--- config.mk ---
export PLATFORM = sky130hd
export DESIGN_NAME = cdrid_regs
export DESIGN_NICKNAME = d
export VERILOG_FILES = /design/src/common/cdrid_pkg.sv /design/src/design/cdrid_regs.sv
export SDC_FILE = /design/constraint.sdc
export NUM_CORES = 1
export LEC_CHECK = 0
export BUFFER_PORTS_ARGS = -buffer_cell sky130_fd_sc_hd__clkbuf_2
export CORE_AREA = 2 2 40 42
export DETAILED_ROUTE_END_ITERATION = 7
export DIE_AREA = 0 0 42 44
export GPL_TIMING_DRIVEN = 0
export HOLD_SLACK_MARGIN = 0.08
export PLACE_DENSITY = 0.79
export SYNTH_ARGS = -nofsm -noshare
export SYNTH_HDL_FRONTEND = slang
export SYNTH_SLANG_ARGS = --single-unit
--- constraint.sdc ---
create_clock -name core_clk -period 0.8 [get_ports core_clk]
set_input_delay 0.08 -clock core_clk [delete_from_list [all_inputs] [get_ports core_clk]]
set_output_delay 0.08 -clock core_clk [all_outputs]
set_load 0.1 [all_outputs]
--- src/common/cdrid_pkg.sv ---
// Shared constants for the identification and summary register bank
package cdrid_pkg;
	// Register offsets
	localparam logic [7:0] ADDR_IRQ_SUMMARY = 8'h01;
	localparam logic [7:0] ADDR_PART_HIGH   = 8'h02;
	localparam logic [7:0] ADDR_PART_LOW    = 8'h03;
	localparam logic [7:0] ADDR_STEP_HIGH   = 8'h04;
	localparam logic [7:0] ADDR_STEP_LOW    = 8'h05;
	// Reset and fixed values
	localparam logic [7:0] SUMMARY_RESET    = 8'h00;
	localparam logic [7:0] STEP_HIGH_VALUE  = 8'h00;
	localparam logic [7:0] UNMAPPED_VALUE   = 8'h00;
	// Field layout of the summary register
	localparam int         CHAN_COUNT       = 4;
endpackage : cdrid_pkg

--- src/design/cdrid_regs.sv ---
// Strobed register access was chosen for this implementation.
`timescale 1ns/1ns
`default_nettype none
// Overview of operation
// - Per-channel summary bits D0 to D3
// - Summary bits D7 to D4 read zero
// - Part code high then low byte
// - Revision high byte always zero
// - Revision low byte names silicon step
module cdrid_regs #(
	// Part code, arbitrary neutral value
	parameter logic [15:0] PART_CODE = 16'h1234,
	// Silicon step code, arbitrary neutral value
	parameter logic [7:0]  STEP_CODE = 8'h0a
) (
	input  wire logic       core_clk,
	input  wire logic       rst,
	input  wire logic [7:0] reg_addr,
	input  wire logic [7:0] reg_wdata,
	input  wire logic       reg_wr,
	input  wire logic       reg_rd,
	output logic [7:0]      reg_rdata,
	// Per-channel pending status flags from the channel registers
	input  wire logic [3:0] lol_status,
	input  wire logic [3:0] los_status,
	// Per-channel interrupt enables from the channel registers
	input  wire logic [3:0] lol_enable,
	input  wire logic [3:0] los_enable,
	output logic [3:0]      chan_event_summary
);

	logic [3:0] summary_d;   // Next summary bits
	logic [3:0] summary_q;   // Registered summary bits
	logic [7:0] rdata_d;     // Next read data
	logic [7:0] rdata_q;     // Read data, valid one cycle after strobe

	// Value shown for offsets outside the bank and between reads
	localparam logic [7:0] UNMAPPED_VALUE_L = cdrid_pkg::UNMAPPED_VALUE;

	// Timing seen by software: a read strobe at one edge puts its byte
	// on reg_rdata for exactly the next cycle, then the port drops back
	// to zero. The summary byte is the registered copy, so it trails the
	// channel flags by two edges when read.

	// Writes land nowhere: every register here is read only.
	// The strobe and data are folded into one unread net so that the
	// ports stay in the list for a later writable bank.
	logic       unused_wr;
	assign unused_wr = reg_wr ^ (^reg_wdata);

	// Summary next value: a channel pends while any enabled flag is up
	always_comb begin
		summary_d = (lol_status & lol_enable) | (los_status & los_enable);
	end

	// Read mux; gives zero except in the cycle a read strobe is high
	always_comb begin
		rdata_d = UNMAPPED_VALUE_L;
		if (reg_rd) begin
			unique case (reg_addr)
				cdrid_pkg::ADDR_IRQ_SUMMARY: rdata_d = {4'h0, summary_q};
				cdrid_pkg::ADDR_PART_HIGH:   rdata_d = PART_CODE[15:8];
				cdrid_pkg::ADDR_PART_LOW:    rdata_d = PART_CODE[7:0];
				cdrid_pkg::ADDR_STEP_HIGH:   rdata_d = cdrid_pkg::STEP_HIGH_VALUE;
				cdrid_pkg::ADDR_STEP_LOW:    rdata_d = STEP_CODE;
				// Unmapped offsets read zero
				default:                     rdata_d = UNMAPPED_VALUE_L;
			endcase
		end
	end

	// Registers; summary is registered to give software a stable value
	always_ff @(posedge core_clk or posedge rst) begin
		if (rst) begin
			// Reset: summary empty, read port quiet
			summary_q <= cdrid_pkg::SUMMARY_RESET[3:0];
			rdata_q   <= UNMAPPED_VALUE_L;
		end else begin
			// Normal run: take the next values
			summary_q <= summary_d;
			rdata_q   <= rdata_d;
		end
	end

	// Both outputs come straight from flip-flops, so neither glitches
	// while the flags or the address settle
	assign reg_rdata          = rdata_q;
	assign chan_event_summary = summary_q;
endmodule : cdrid_regs
`default_nettype wire

; ---- Word level (Yosys, flattened, before mapping)
; Cells that the tools add are included.
; W data, S select, Z words.
[classes]
muxes = 2
n_reduce_logical = 0
order_cmp = 0
n_div = 0
multipliers = 0
eq_ne = 4
n_shift = 0
bitwise_logic = 3
add_sub_neg = 0
[op_table]
columns = op, n
row1 = $pmux W6 S4, 1
row2 = $eq A8 B2 Y1 const B, 2
row3 = $and A4 B4 Y4, 2
row4 = $eq A8 B1 Y1 const B, 1
row5 = $eq A8 B3 Y1 const B, 1
row6 = $mux W6, 1
row7 = $or A4 B4 Y4, 1
[totals]
regBits = 12
ram_bits = 0
n_memories = 0
output_inout_bits = 12
mem_bits_ro = 0
inputBits = 36
wordCells = 11
latch_bits = 0

; ---- Logic depth before layout (Yosys ltp)
[depth]
word_depth = 3
mapped_depth = 3
depth_no_buf = 3

; ---- Worst setup path after synthesis
; No wires, ideal clock.
[synth_path]
kind = register -> register
start = register summary_q[0] (netlist: chan_event_summary[0])
end = register rdata_q[0] (netlist: reg_rdata[0])
path_stages_with_launch = 3
arrival_time_ns = 1.231
setup_ns = 0.105
required_ns = 0.695
path_buffers = 0
slack_ns = -0.536
synth_period_minus_slack_ns = 1.336
cell_sequence = dfrtp_1 nand2b_1 nor4b_1
[synth_between]
elab_chain_cells = 2
[synth_rtl]
columns = item, line
row1 = start: declaration, cdrid_regs.sv:33  ; logic [3:0] summary_q;
row2 = start signal: assignment, cdrid_regs.sv:76  ; summary_q <= cdrid_pkg::SUMMARY_RESET[3:0];
row3 = start signal: assignment, cdrid_regs.sv:80  ; summary_q <= summary_d;
row4 = $pmux W6 S4, cdrid_regs.sv:60  ; unique case (reg_addr)
row5 = $mux W6, cdrid_regs.sv:59  ; if (reg_rd) begin
row6 = named net rdata_d[0], cdrid_regs.sv:34  ; logic [7:0] rdata_d;
row7 = end signal: assignment, cdrid_regs.sv:81  ; rdata_q <= rdata_d;
row8 = end: declaration, cdrid_regs.sv:35  ; logic [7:0] rdata_q;
; The timed path passes the listed nets, and every way through them passes these cells.

; ---- Final worst setup path
[layout_path]
start = register summary_q[1] (netlist: chan_event_summary[1])
end = output chan_event_summary[1]
[layout_lines]
columns = item, line
row1 = end: declaration, cdrid_regs.sv:29  ; output logic [3:0] chan_event_summary
; No word-level cell between the ends.

==> flow_metrics.tcl <==
set metrics [dict create \
    postRouteAntennaNets 0 \
    cts.sinks 10 \
    synth-edff-count 0 \
    synth_top_area_cell "sky130_fd_sc_hd__dfrtp_1" \
    result_of_the_run "complete, but fails checks" \
    worstSkewPairLatency_ps 270 \
    setup_viol 15 \
    cp-end-kind "primary output" \
    postSynth.asyncResetShare_pct 100 \
    yosysTopAreaCellShare_pct 60.6 \
    syn-cell-area_um2 413 \
    finalHoldViolCount 0 \
    arrival_ps 980 \
    clock-root-buffer "sky130_fd_sc_hd__clkbuf_4" \
    placement_rows 14 \
    power_dens_cells_nw_per_um2 1280 \
    unrepaired_setup_endpoints_after_global_routing "true" \
    synth.ff_latch_count 10 \
    count_of_distinct_cell_types_in_the_synthesized_netlist 16 \
    synth_ff_type "sky130_fd_sc_hd__dfrtp_1" \
    die_height_um 44 \
    timing.rr.end "reg_rdata[2]" \
    reg2regPathDepth 4 \
    grt_usage_pct 17.8 \
    drive_gt1_share_pct 65.6 \
    fin_nets 130 \
    drtIter0Drc 8 \
    placed_area_um2 656 \
    synthMostInstantiatedCell "sky130_fd_sc_hd__dfrtp_1" \
    regToRegSetupSlack_ps -210 \
    dr.pass1.iters 4 \
    maximum_vdd_drop_v 0.000886 \
    num-fill-cells 81 \
    critical_path.n_buffers_inverters 1 \
    final.hold.worst_slack_ps 109 \
    ctsHtreeMaxLevel 1 \
    floorplan.die.width_um 42 \
    cpLargestDelayFamily "flip-flops" \
    fin_total_pwr_w 0.00142 \
    synth_simple_gate_area_share_pct 21.8 \
    vias_per_cell 4.72 \
    cpPeakStageDelay_ps 500 \
    final.min_clock_period_ps 1060 \
    floorplan.initialDensity_pct 29.1 \
    holdCritStartpoint "reg_addr[2]" \
    worst_setup_path_start_kind "flip-flop" \
    synth_adder_area_share_pct 0 \
    seq_area_frac_synth_pct 60.6 \
    worstHoldEndpoint "reg_rdata[2]" \
    via_count 514 \
    synth.top_cells.by_count "10 x sky130_fd_sc_hd__dfrtp_1, 4 x sky130_fd_sc_hd__a22o_1" \
    first_global_vias 562 \
    cellLeakagePower_nw 0.525 \
    syn_area_per_cell_um2 12.9 \
    area_growth_synth_to_finish_pct 169 \
    placement.setup.worst_slack_ps -359 \
    placeableCoreArea_um2 1420 \
    path_max_fanout 2 \
    crit_path_top_delay_cell "sky130_fd_sc_hd__dfrtp_4" \
    tritoncts "yes" \
    yosys.area_share.xor_xnor_pct 0 \
    crit_path_cell_trace "clkbuf_16" \
    die-area_um2 1850 \
    critical_path_required_ps 720 \
    finClkSkew_ps 10.6 \
    layout.cell_area.non_filler_um2 1110 \
    failed_checks "negative setup slack" \
    maxClockFrequency_ghz 0.941 \
    hold_path_depth 2 \
    crit-reg2reg-launch "chan_event_summary[2]" \
    yosys-mux-area-fraction_pct 0 \
    grt_max_degree 11 \
    antennaDiodeCount 0 \
    global_route.overflow_total 0 \
    cts_buffer_depth 2 \
    wl_per_cell_um 16.3 \
    io_buffer_count 36 \
    tritoncts.num_buffers 3 \
    timing.max_cap.violations 0 \
    synthTopCellsByArea "sky130_fd_sc_hd__dfrtp_1 61%, sky130_fd_sc_hd__a22o_1 8.5%, sky130_fd_sc_hd__nor4b_1 4.2%, sky130_fd_sc_hd__buf_4 3.6%, sky130_fd_sc_hd__and4bb_2 3.0%" \
    initial_antenna_violation_count 0 \
    grt_first_pass_wirelength_um 2300 \
    final-max-slew-violation-count 0 \
    timing.final.ws_setup_ps -263 \
    layout_worst_path_cycle_share_pct 133 \
    wl_um 1770 \
    min-delay-path-class "primary input to flip-flop" \
    clk_pin_slew_worst_paths_ps 70 \
    synth_compound_gate_area_share_pct 12.1 \
    critical_path_class "flip-flop to primary output" \
    drc 0 \
    synth_top_family_by_area "simple AND/OR/NAND/NOR gates" \
    i_o_pins 48 \
    number_of_warnings_printed_during_yosys_synthesis 0 \
    post_synth_inst_count 32 \
    final_util_pct 78.3 \
    gp_congestion 0.796 \
]
[layer usage]
| layer | up-vias | global-route usage, % | share of wire (%) |
|---|---|---|---|
| met3 | 2 | 7.92 | 8.5 |
| li1 | 234 | - | - |
| met4 | 0 | 8.39 | 0.45 |
| met1 | 245 | 13.1 | 30 |
| met5 | - | 0 | 0 |
| met2 | 33 | 37.2 | 61 |
[how the worst max path moves through the flow]
stage	startpoint	end	slack, ps	depth (start not counted)
floorplan	chan_event_summary[0]	reg_rdata[0]	-190	2
global placement	reg_addr[7]	reg_rdata[2]	-250	4
detailed placement	reg_addr[7]	reg_rdata[2]	-360	4
CTS	chan_event_summary[1]	chan_event_summary[1]	-250	1
global route	chan_event_summary[2]	chan_event_summary[2]	-290	1
finish	chan_event_summary[1]	chan_event_summary[1]	-260	1
[report_power, final]
part	switching, W	internal, W
sequential	0.0000200	0.000532
clock	0.000182	0.000193
combinational	0.000265	0.000226
total	0.000467	0.000950
[cell families after synthesis]
logic type,count (synthesis)
AOI/OAI and AO/OA,7
buffers and inverters,3
DFF,10
other,1
and+or+nand+nor,11
[through the flow]
| stage | TNS (ps) | cells |
|---|---|---|
| 2_1_floorplan | -842 | 33 |
| 3_3_place_gp | -1540 | 85 |
| 3_5_place_dp | -1770 | 85 |
| 4_1_cts | -2030 | 107 |
| 5_1_grt | -2450 | 109 |
| 6_report | -2140 | 109 |
[layout make-up]
class	instances	area, um2	share of cell area, %
inverter	1	3.75	0.338
tap	16	20.0	1.80
timing repair buffer	56	573	51.6
clock buffer	4	26.3	2.36
buffer	2	15.0	1.35
multi-input combinational	20	201	18.1
sequential	10	272	24.4
[worst register-to-register path, cell delays in order, from the launching register on]
cell and delay (ps):
sky130_fd_sc_hd__dfrtp_4 500, sky130_fd_sc_hd__buf_6 120, sky130_fd_sc_hd__buf_6 110, sky130_fd_sc_hd__nor2_4 100, sky130_fd_sc_hd__nor4b_4 60
[sequential cells by signal, indices dropped and copies added (netlist names)]
register	cells
reg_rdata	6
chan_event_summary	4
[layout by cell type, fill, tap and decap left out, drive strengths merged]
| cell | n |
|---|---|
| inv | 1 |
| conb | 2 |
| nor4b | 2 |
| dlygate4sd3 | 18 |
| clkbuf | 39 |
| nand2b | 1 |
| a22o | 4 |
| nor3b | 1 |
| nor2b | 1 |
| nor2 | 2 |
| or3b | 1 |
| dfrtp | 10 |
| o21ai | 2 |
| buf | 5 |
| a21oi | 1 |
| nand3b | 1 |
| and4bb | 1 |
| nor4 | 1 |
[repair_timing]
item                                    CTS  global route
hold buffers                             17             1
setup buffers                             1             1
hold endpoints to repair                 15             1
endpoints found under the setup margin   12            13
gates cloned                              0             0
gates resized for setup                  32             7
pin swaps                                 1             2
Note: power is estimated with default switching activity, not from simulation.
